--- src/include/comp_sched_pkg.sv ---
// Purpose: Shared constants and types for the lane compensation gate
// Assumes: One parallel clock; request and warning come from logic on that clock
// Notes:   Widths are fixed; the scheduler outside owns period and burst timing
//
// Operation
// - While the request is high the core withholds transmit ready from the user.
// - While the warning is high the core neither acknowledges nor starts a user flow message.
// - The core does not acknowledge native flow messages while the warning or the request is high.
// - The schedule is enough to absorb up to 100 ppm of reference clock mismatch.
// - On every cycle with clock enable high, the request high and the channel up the core sends compensation sequences on all lanes.
// - The core ignores requests until channel up, and the scheduler starts right after it.
package comp_sched_pkg;

    localparam int unsigned LANES      = 2;
    localparam int unsigned LANE_BYTES = 2;

    // Scheduler figures, kept for reference by the bench
    localparam int unsigned PERIOD_2B  = 5000;
    localparam int unsigned BURST_2B   = 6;
    localparam int unsigned PERIOD_4B  = 3000;
    localparam int unsigned BURST_4B   = 3;
    localparam int unsigned MIN_BURST  = 2;
    localparam int unsigned MIN_GAP    = 8;

    localparam logic [LANES-1:0] LANES_NONE = '0;
    localparam logic [LANES-1:0] LANES_ALL  = '1;

    // Link state, one-hot
    typedef enum logic [2:0] {
        ST_DOWN = 3'h1,
        ST_RUN  = 3'h2,
        ST_COMP = 3'h4
    } link_state_e;

    // Per-lane symbol selection toward the encoders
    typedef struct packed {
        logic [LANES-1:0] comp_seq;
        logic [LANES-1:0] data_sel;
    } lane_sel_s;

    // Grants toward the user side
    typedef struct packed {
        logic tx_ready;
        logic ufc_ack;
        logic nfc_ack;
    } grant_s;

    localparam lane_sel_s LANE_SEL_RST = '{comp_seq: LANES_NONE, data_sel: LANES_NONE};
    localparam grant_s    GRANT_RST    = '{tx_ready: 1'b0, ufc_ack: 1'b0, nfc_ack: 1'b0};

endpackage

--- src/rtl/comp_gate.sv ---
// Purpose: Gates user data and flow messages around compensation bursts
// Assumes: Request and warning are driven by a scheduler on ref_clk_i
// Notes:   Every output is registered, so it answers one clock after its cause
//          Burst timing and warning lead belong to the scheduler, not to this gate
//          Clock enable low holds every flop, outputs included, unless synchronous reset is high
`timescale 1ns/1ps
module comp_gate (
    input  wire logic                                ref_clk_i,
    input  wire logic                                srst_i,
    input  wire logic                                clk_en_i,
    input  wire logic                                channel_up_i,
    input  wire logic                                comp_insert_request_i,
    input  wire logic                                comp_upcoming_warning_i,
    input  wire logic                                tx_valid_i,
    input  wire logic                                user_flow_message_req_i,
    input  wire logic                                native_flow_message_req_i,
    output logic                                     tx_ready_o,
    output logic                                     user_flow_message_ack_o,
    output logic                                     native_flow_message_ack_o,
    output logic [comp_sched_pkg::LANES-1:0]         comp_seq_lanes_o,
    output logic [comp_sched_pkg::LANES-1:0]         data_lanes_o
);

    comp_sched_pkg::link_state_e state_q;
    comp_sched_pkg::link_state_e state_d;
    comp_sched_pkg::lane_sel_s   lane_q;
    comp_sched_pkg::lane_sel_s   lane_d;
    comp_sched_pkg::grant_s      grant_q;
    comp_sched_pkg::grant_s      grant_d;
    logic                        comp_now;

    // Shared grant gate for both flow message kinds
    // Ack flop feedback keeps a held request from being granted twice in a row
    function automatic logic flow_open(
        input logic up,
        input logic req,
        input logic ack_q,
        input logic warn,
        input logic burst
    );
        return up & req & ~ack_q & ~warn & ~burst;
    endfunction

    // Requests count only once the channel is up
    assign comp_now = channel_up_i & comp_insert_request_i;

    // Link state next value
    always_comb begin
        state_d = state_q;
        case (state_q)
            comp_sched_pkg::ST_DOWN: begin
                if (channel_up_i) begin
                    state_d = comp_insert_request_i ? comp_sched_pkg::ST_COMP : comp_sched_pkg::ST_RUN;
                end
            end
            comp_sched_pkg::ST_RUN,
            comp_sched_pkg::ST_COMP: begin
                if (!channel_up_i) begin
                    state_d = comp_sched_pkg::ST_DOWN;
                end else if (comp_now) begin
                    state_d = comp_sched_pkg::ST_COMP;
                end else begin
                    state_d = comp_sched_pkg::ST_RUN;
                end
            end
            default: begin
                state_d = comp_sched_pkg::ST_DOWN;
            end
        endcase
    end

    // Lane selection and grants; no burst cycle with clock enable high is dropped or merged
    always_comb begin
        lane_d  = comp_sched_pkg::LANE_SEL_RST;
        grant_d = comp_sched_pkg::GRANT_RST;
        if (comp_now) begin
            lane_d.comp_seq = comp_sched_pkg::LANES_ALL;
        end else if (channel_up_i && tx_valid_i) begin
            lane_d.data_sel = comp_sched_pkg::LANES_ALL;
        end
        // Ready held low for the whole burst
        grant_d.tx_ready = channel_up_i & ~comp_insert_request_i;
        // One-cycle ack per request; warning or burst blocks it
        grant_d.ufc_ack = flow_open(channel_up_i,
                                    user_flow_message_req_i,
                                    grant_q.ufc_ack,
                                    comp_upcoming_warning_i,
                                    comp_insert_request_i);
        grant_d.nfc_ack = flow_open(channel_up_i,
                                    native_flow_message_req_i,
                                    grant_q.nfc_ack,
                                    comp_upcoming_warning_i,
                                    comp_insert_request_i);
    end

    // Registers; reset wins, otherwise clock enable low freezes everything
    always_ff @(posedge ref_clk_i) begin
        if (srst_i) begin
            state_q <= comp_sched_pkg::ST_DOWN;
            lane_q  <= comp_sched_pkg::LANE_SEL_RST;
            grant_q <= comp_sched_pkg::GRANT_RST;
        end else if (clk_en_i) begin
            state_q <= state_d;
            lane_q  <= lane_d;
            grant_q <= grant_d;
        end
    end

    // Outputs straight from flops
    assign tx_ready_o                = grant_q.tx_ready;
    assign user_flow_message_ack_o   = grant_q.ufc_ack;
    assign native_flow_message_ack_o = grant_q.nfc_ack;
    assign comp_seq_lanes_o          = lane_q.comp_seq;
    assign data_lanes_o              = lane_q.data_sel;

    // Checks on the registered answers
    a_ready_blocked: assert property (@(posedge ref_clk_i) disable iff (srst_i)
        clk_en_i && comp_insert_request_i |=> !tx_ready_o)
        else $error("ready high after a compensation request");

    a_ufc_warn_block: assert property (@(posedge ref_clk_i) disable iff (srst_i)
        clk_en_i && comp_upcoming_warning_i |=> !user_flow_message_ack_o)
        else $error("user flow ack during warning");

    a_nfc_blocked: assert property (@(posedge ref_clk_i) disable iff (srst_i)
        clk_en_i && (comp_upcoming_warning_i || comp_insert_request_i) |=> !native_flow_message_ack_o)
        else $error("native flow ack during warning or request");

    a_comp_all_lanes: assert property (@(posedge ref_clk_i) disable iff (srst_i)
        clk_en_i && channel_up_i && comp_insert_request_i
        |=> comp_seq_lanes_o == comp_sched_pkg::LANES_ALL && data_lanes_o == comp_sched_pkg::LANES_NONE)
        else $error("compensation not sent on all lanes");

    a_down_ignored: assert property (@(posedge ref_clk_i) disable iff (srst_i)
        clk_en_i && !channel_up_i |=> comp_seq_lanes_o == comp_sched_pkg::LANES_NONE && !tx_ready_o)
        else $error("request acted on while channel down");

    a_burst_kept: assert property (@(posedge ref_clk_i) disable iff (srst_i)
        (clk_en_i && comp_now) [*2] |=> $past(comp_seq_lanes_o) == comp_sched_pkg::LANES_ALL
        && comp_seq_lanes_o == comp_sched_pkg::LANES_ALL)
        else $error("compensation cycle dropped inside a burst");

    a_comp_only_req: assert property (@(posedge ref_clk_i) disable iff (srst_i)
        clk_en_i && !comp_insert_request_i |=> comp_seq_lanes_o == comp_sched_pkg::LANES_NONE)
        else $error("compensation sent without request");

    a_ufc_ack_pulse: assert property (@(posedge ref_clk_i) disable iff (srst_i)
        clk_en_i && user_flow_message_ack_o |=> !user_flow_message_ack_o)
        else $error("user flow ack longer than one cycle");

    // Flow acks are single pulses and need the channel up
    a_nfc_ack_pulse: assert property (@(posedge ref_clk_i) disable iff (srst_i)
        clk_en_i && native_flow_message_ack_o |=> !native_flow_message_ack_o)
        else $error("native flow ack longer than one cycle");

    a_ufc_req_block: assert property (@(posedge ref_clk_i) disable iff (srst_i)
        clk_en_i && comp_insert_request_i |=> !user_flow_message_ack_o)
        else $error("user flow ack during compensation burst");

    a_ack_needs_up: assert property (@(posedge ref_clk_i) disable iff (srst_i)
        clk_en_i && !channel_up_i |=> !user_flow_message_ack_o && !native_flow_message_ack_o)
        else $error("flow ack while channel down");

    // Ready and data return as soon as a burst ends
    a_ready_open: assert property (@(posedge ref_clk_i) disable iff (srst_i)
        clk_en_i && channel_up_i && !comp_insert_request_i |=> tx_ready_o)
        else $error("ready withheld without a request");

    a_data_open: assert property (@(posedge ref_clk_i) disable iff (srst_i)
        clk_en_i && channel_up_i && !comp_insert_request_i && tx_valid_i
        |=> data_lanes_o == comp_sched_pkg::LANES_ALL)
        else $error("user data not sent outside a burst");

    a_lanes_exclusive: assert property (@(posedge ref_clk_i) disable iff (srst_i)
        (comp_seq_lanes_o & data_lanes_o) == comp_sched_pkg::LANES_NONE)
        else $error("lane carries data and compensation at once");

    // Link state must track the channel and the burst
    a_state_down: assert property (@(posedge ref_clk_i) disable iff (srst_i)
        clk_en_i && !channel_up_i |=> state_q == comp_sched_pkg::ST_DOWN)
        else $error("state not down while channel down");

    a_state_comp: assert property (@(posedge ref_clk_i) disable iff (srst_i)
        clk_en_i && comp_now |=> state_q == comp_sched_pkg::ST_COMP)
        else $error("state not in burst during request");

    a_state_run: assert property (@(posedge ref_clk_i) disable iff (srst_i)
        clk_en_i && channel_up_i && !comp_insert_request_i |=> state_q == comp_sched_pkg::ST_RUN)
        else $error("state not running between bursts");

    // A frozen clock enable must hold ready and both lane outputs
    a_freeze_hold: assert property (@(posedge ref_clk_i) disable iff (srst_i)
        !clk_en_i |=> $stable({tx_ready_o, comp_seq_lanes_o, data_lanes_o}))
        else $error("outputs moved while clock enable low");

    c_down_recover: cover property (@(posedge ref_clk_i) disable iff (srst_i)
        !channel_up_i ##1 channel_up_i ##2 tx_ready_o);

    c_ufc_granted: cover property (@(posedge ref_clk_i) disable iff (srst_i)
        user_flow_message_ack_o);

    c_burst_six: cover property (@(posedge ref_clk_i) disable iff (srst_i)
        (clk_en_i && comp_now) [*6] ##1 !comp_insert_request_i);

    c_warn_then_req: cover property (@(posedge ref_clk_i) disable iff (srst_i)
        comp_upcoming_warning_i && !comp_insert_request_i ##3 comp_now);


endmodule

--- config.mk ---
export PLATFORM = sky130hd
export DESIGN_NAME = comp_gate
export DESIGN_NICKNAME = d
export VERILOG_FILES = /design/src/include/comp_sched_pkg.sv /design/src/rtl/comp_gate.sv
export SDC_FILE = /design/constraint.sdc
export NUM_CORES = 1
export LEC_CHECK = 0
export BUFFER_PORTS_ARGS = -buffer_cell sky130_fd_sc_hd__buf_4
export CAP_MARGIN = 20
export CORE_AREA = 2 2 39 41
export CTS_CLUSTER_SIZE = 20
export DETAILED_ROUTE_END_ITERATION = 8
export DIE_AREA = 0 0 41 43
export GPL_TIMING_DRIVEN = 1
export PLACE_DENSITY = 0.51
export SYNTH_ARGS = -nofsm -noshare
export SYNTH_HDL_FRONTEND = slang
export SYNTH_SLANG_ARGS = --single-unit
export TNS_END_PERCENT = 100
--- constraint.sdc ---
create_clock -name ref_clk_i -period 0.8 [get_ports ref_clk_i]
set_input_delay 0.04 -clock ref_clk_i [delete_from_list [all_inputs] [get_ports ref_clk_i]]
set_output_delay 0.04 -clock ref_clk_i [all_outputs]
set_load 0.02 [all_outputs]
### Word-level counts from Yosys, hierarchy flattened

Index checks and enable logic that the tools add are counted.

| cells by class | value |
|---|---|
| add/sub/neg operators | 0 |
| multiply operators | 0 |
| divide/modulo/power cells | 0 |
| order comparisons | 0 |
| eq/ne operators | 0 |
| shift-type cells | 0 |
| multiplexer cells | 3 |
| bitwise operators | 14 |
| reduce and logical (&&, ||, !) cells | 1 |

Operator list:

| operator | number |
|---|---|
| $and 1x1->1 | 10 |
| $mux 2 | 3 |
| $not 1->1 | 4 |
| $logic_and 1x1->1 | 1 |

| word-level totals | value |
|---|---|
| bits in registers | 7 |
| latch bits | 0 |
| memory bits (writable) | 0 |
| memory bits (read-only) | 0 |
| input bits | 9 |
| output and inout port bits | 7 |
| logic and storage cells | 23 |
| memories | 0 |

### Depth between registers and ports, before layout

| logic depth | value |
|---|---|
| word-level depth | 4 |
| gate-level depth with buffers | 2 |
| gate-level depth less buffers | 2 |

### Worst setup path after synthesis

No wires, ideal clock.

| path | value |
|---|---|
| kind | reg-to-reg |
| start | reg grant_q (netlist bit user_flow_message_ack_o) |
| end | reg grant_q (netlist bit user_flow_message_ack_o) |
| setup time | 0.096 ns |
| arrival | 0.870 ns |
| required time | 0.704 ns |
| path slack | -0.166 ns |
| cell stages (with the launch flop) | 3 |
| path buffers | 0 |
| clock period less this slack | 0.966 ns |
| cell sequence | dfxtp_1 -> or3b_1 -> o41ai_2 |

| on the way | value |
|---|---|
| word-level cells in the longest chain between the ends | 4 |

RTL lines:

| item | line | text |
|---|---|---|
| start, declared | comp_gate.sv:28 | `comp_sched_pkg::grant_s grant_q;` |
| start signal, assigned | comp_gate.sv:101 | `grant_q <= comp_sched_pkg::GRANT_RST;` |
| start signal, assigned | comp_gate.sv:105 | `grant_q <= grant_d;` |
| $not 1->1 | comp_gate.sv:41 | `return up & req & ~ack_q & ~warn & ~burst;` |
| $and 1x1->1 (3 in a row) | comp_gate.sv:41 |  |

No other way between the ends.
A chain may end at the register's enable or synchronous reset.

### Worst setup path in the final report

| path | value |
|---|---|
| start | reg grant_q (netlist bit native_flow_message_ack_o) |
| end | reg grant_q (netlist bit native_flow_message_ack_o) |

Same word-level chain as after synthesis.

==> results.md <==
* Outcome: complete, but fails checks
* Violations in the final reports: negative setup slack
* Routed length on met3 at 95 µm
* Final number of setup-violating endpoints at 3
* IR Drop Worst-Case VDD at 0.503 mV
* Root buffer cell: sky130_fd_sc_hd__clkbuf_4
* Top cells by count, synth: sky130_fd_sc_hd__dfxtp_1, sky130_fd_sc_hd__inv_1, sky130_fd_sc_hd__nand2b_1
* Worst slew pin tran at 207 ps
* Largest clock skew in the final design at 0 ps
* Port Buffer Count at 15
* Xor and xnor fraction of the mapped netlist area at 0%
* Die Wd at 41 µm
* Top-Level Pins at 16
* Number of synthesized flops with an enable pin at 0
* Slew Limit Headroom at 86.0%
* Final clock period utilization by the worst path at 109%
* Routed metal-1 wire length at 246 µm
* Nature of the critical path endpoint: flop
* Antenna violations before repair at 0
* Final worst path period need at 875 ps
* First-iteration detailed-routing DRC count at 0
* Async S/R FF share, synth at 0%
* Area of the multi-input gates at 114 µm²
* Clock tree from TritonCTS: done
* Number of levels in the clock H-tree at 1
* Worst EP arrival at 1020 ps
* Number of hold violations in the final report at 0
* Count of cells along the worst hold path at 2
* Cell count after synthesis at 23
* Antenna viol nets, final at 0
* Clock slew seen by the registers of the worst setup and hold paths at 40 ps
* Flops & latches, synth at 5
* Dominant cells by area after synthesis: sky130_fd_sc_hd__dfxtp_1, sky130_fd_sc_hd__nand2b_1, sky130_fd_sc_hd__o32ai_1, sky130_fd_sc_hd__or3b_1, sky130_fd_sc_hd__o41ai_2
* Max Cap Violations at 0
* Commonest register cell after synthesis: sky130_fd_sc_hd__dfxtp_1
* Ratio of cells with drive above 1 in the final layout at 64.3%
* Critical path fanouts, max at 2
* All-layer global routing usage at 8.44%
* Final instance area at 413 µm²
* FF/Latch Area at 110 µm²
* Mean cell area of the mapped netlist at 10.0 µm²
* Detail-routed net length per standard cell at 9.74 µm
* Global-route wire length before repair at 966 µm
* Area enclosed by the die boundary at 1760 µm²
* Clock latency on the worst-skew pair at 240 ps
* Sinks on the clock net at 5
* Unrepaired setup endpoints after global routing: true
* Amount of wire on met2 after detailed routing at 223 µm
* Main combinational cell family by area after synthesis: simple AND/OR/NAND/NOR gates
* Post-synth net total at 32
* Drt total wl at 565 µm
* Type of origin of the critical path: flop
* Via/cell ratio at 4.00
* Vias in the first global route at 227
* Multiplexer share of the synthesized area at 0%
* Depth of the most critical reg-to-reg path at 2
* Synth Area in Compound Gates at 19.0%
* Warning count from the yosys run at 0
* Floorplan die height at 43 µm
* Detailed-routing iteration count for the pre-antenna-repair pass at 1
* Setup ws final at -75.4 ps
* Uppermost layer routed: met3
* Static power due to leakage at 0.179 nW
* Req. time, crit path at 940 ps
* Pin count of the biggest net entering global routing at 9
* Area fraction of the dominant cell type after synthesis at 43.5%
* Post-synthesis share of cell area spent on full adders, half adders and majority gates at 0%
* Max Root-Sink Buffers at 2
* Number of antenna cells inserted at 0
* Category of the most critical setup path: flop to flop
* Final GP Congestion at 0.578
* Number of fill cells at 161
* Most frequent cell after synthesis: sky130_fd_sc_hd__dfxtp_1
* Setup repair bufs after CTS at 0
* Initial Util at 16.6%
* Synth unique cells at 11
* Final core utilization at 29.8%
* Biggest area consumer among synthesized cells: sky130_fd_sc_hd__dfxtp_1
* Clock buffer count from CTS at 3
* Simple logic cell fraction of the synthesized area at 26.1%
* Core Area at 1380 µm²
* Number of rows created at floorplan at 14
* Fmax at 1.14 GHz
* Syn-to-layout area delta at 79.3%
* Routed via count at 232
* Cell area after technology mapping at 230 µm²
* Total congestion overflow at 0
* Net total in the final layout at 52
* Remaining design rule violation count at 0
* Power Dens Cells at 1550 nW/µm²
* Sequential element share of the synthesized area at 43.5%
* Type of the worst min-delay path: input pin to flop
* Max Transition Viols Final at 0
* Placed Instance Area at 372 µm²
timing repair:
action,in CTS,in global routing
endpoints found under the setup margin,3,5
gates resized for setup,2,2
endpoints found under the hold margin,0,0
hold buffers,0,0
registers in the layout, indices dropped and copies added, names as in the netlist:
name,count
comp_seq_lanes_o,1
data_lanes_o,1
native_flow_message_ack_o,1
tx_ready_o,1
user_flow_message_ack_o,1
placed cells by master, fill, tap and decap left out:
cell type and n:
sky130_fd_sc_hd__dfxtp_4 2, sky130_fd_sc_hd__clkbuf_1 1, sky130_fd_sc_hd__o32ai_2 1, sky130_fd_sc_hd__inv_1 3
sky130_fd_sc_hd__nand2b_1 3, sky130_fd_sc_hd__nand4bb_1 1, sky130_fd_sc_hd__dfxtp_1 1, sky130_fd_sc_hd__nand3_1 1
sky130_fd_sc_hd__o41ai_2 1, sky130_fd_sc_hd__or3b_1 1, sky130_fd_sc_hd__clkbuf_4 3, sky130_fd_sc_hd__or3b_4 1
sky130_fd_sc_hd__dfxtp_2 2, sky130_fd_sc_hd__a21oi_1 2, sky130_fd_sc_hd__nand3b_1 1, sky130_fd_sc_hd__buf_6 1
sky130_fd_sc_hd__buf_4 16, sky130_fd_sc_hd__o32ai_1 1
routing by layer:
metal / vias to the layer above / global-route usage, %
met5: - / 0
met4: 0 / 4.00
met2: 16 / 10.6
li1: 120 / -
met3: 0 / 6.28
met1: 96 / 10.3
path summary, 6_finish.rpt:
kind	startpoint	endpoint	slack [ps]
setup reg to reg	native_flow_message_ack_o$_SDFFE_PP0P_	native_flow_message_ack_o$_SDFFE_PP0P_	-80
hold reg to reg	user_flow_message_ack_o$_SDFFE_PP0P_	user_flow_message_ack_o$_SDFFE_PP0P_	450
hold / removal	srst_i	user_flow_message_ack_o$_SDFFE_PP0P_	20
setup / recovery	native_flow_message_ack_o$_SDFFE_PP0P_	native_flow_message_ack_o$_SDFFE_PP0P_	-80
area by class of cell:
cell class | count | area share, %
sequential | 5 | 26.7
tap | 16 | 4.85
inverter | 3 | 2.73
clock buffer | 4 | 6.36
multi-input combinational | 13 | 27.6
timing repair buffer | 17 | 31.8
worst max-delay path, cell delays in order (launching register included):
cell and delay, ps:
sky130_fd_sc_hd__dfxtp_4 330, sky130_fd_sc_hd__or3b_4 360, sky130_fd_sc_hd__o32ai_2 90
power by group:
part	switching, mW	internal [mW]
Clock	0.0981	0.188
Combinational	0.0421	0.0569
Sequential	0.00421	0.252
logic make-up (layout without fill, tap and decap cells):
logic type	after synthesis	after routing
compound gates	5	5
flops	5	5
simple gates	8	8
buf+inv	5	24
through the flow:
| stage | setup TNS, ps | setup WS [ps] | cells | power [mW] | hold slack, ps |
|---|---|---|---|---|---|
| 6_report | -189 | -75.4 | 58 | 0.641 | 16.5 |
| 5_1_grt | -260 | -97.6 | 58 | 0.686 | 5.42 |
| 4_1_cts | -204 | -79.7 | 58 | 0.658 | 5.22 |
| 3_5_place_dp | -115 | -70.6 | 54 | 0.354 | 259 |
| 3_3_place_gp | -95.4 | -50.2 | 54 | 0.355 | 261 |
| 2_1_floorplan | -145 | -73.9 | 23 | 0.295 | 109 |
(Power assumes the default switching activity.)
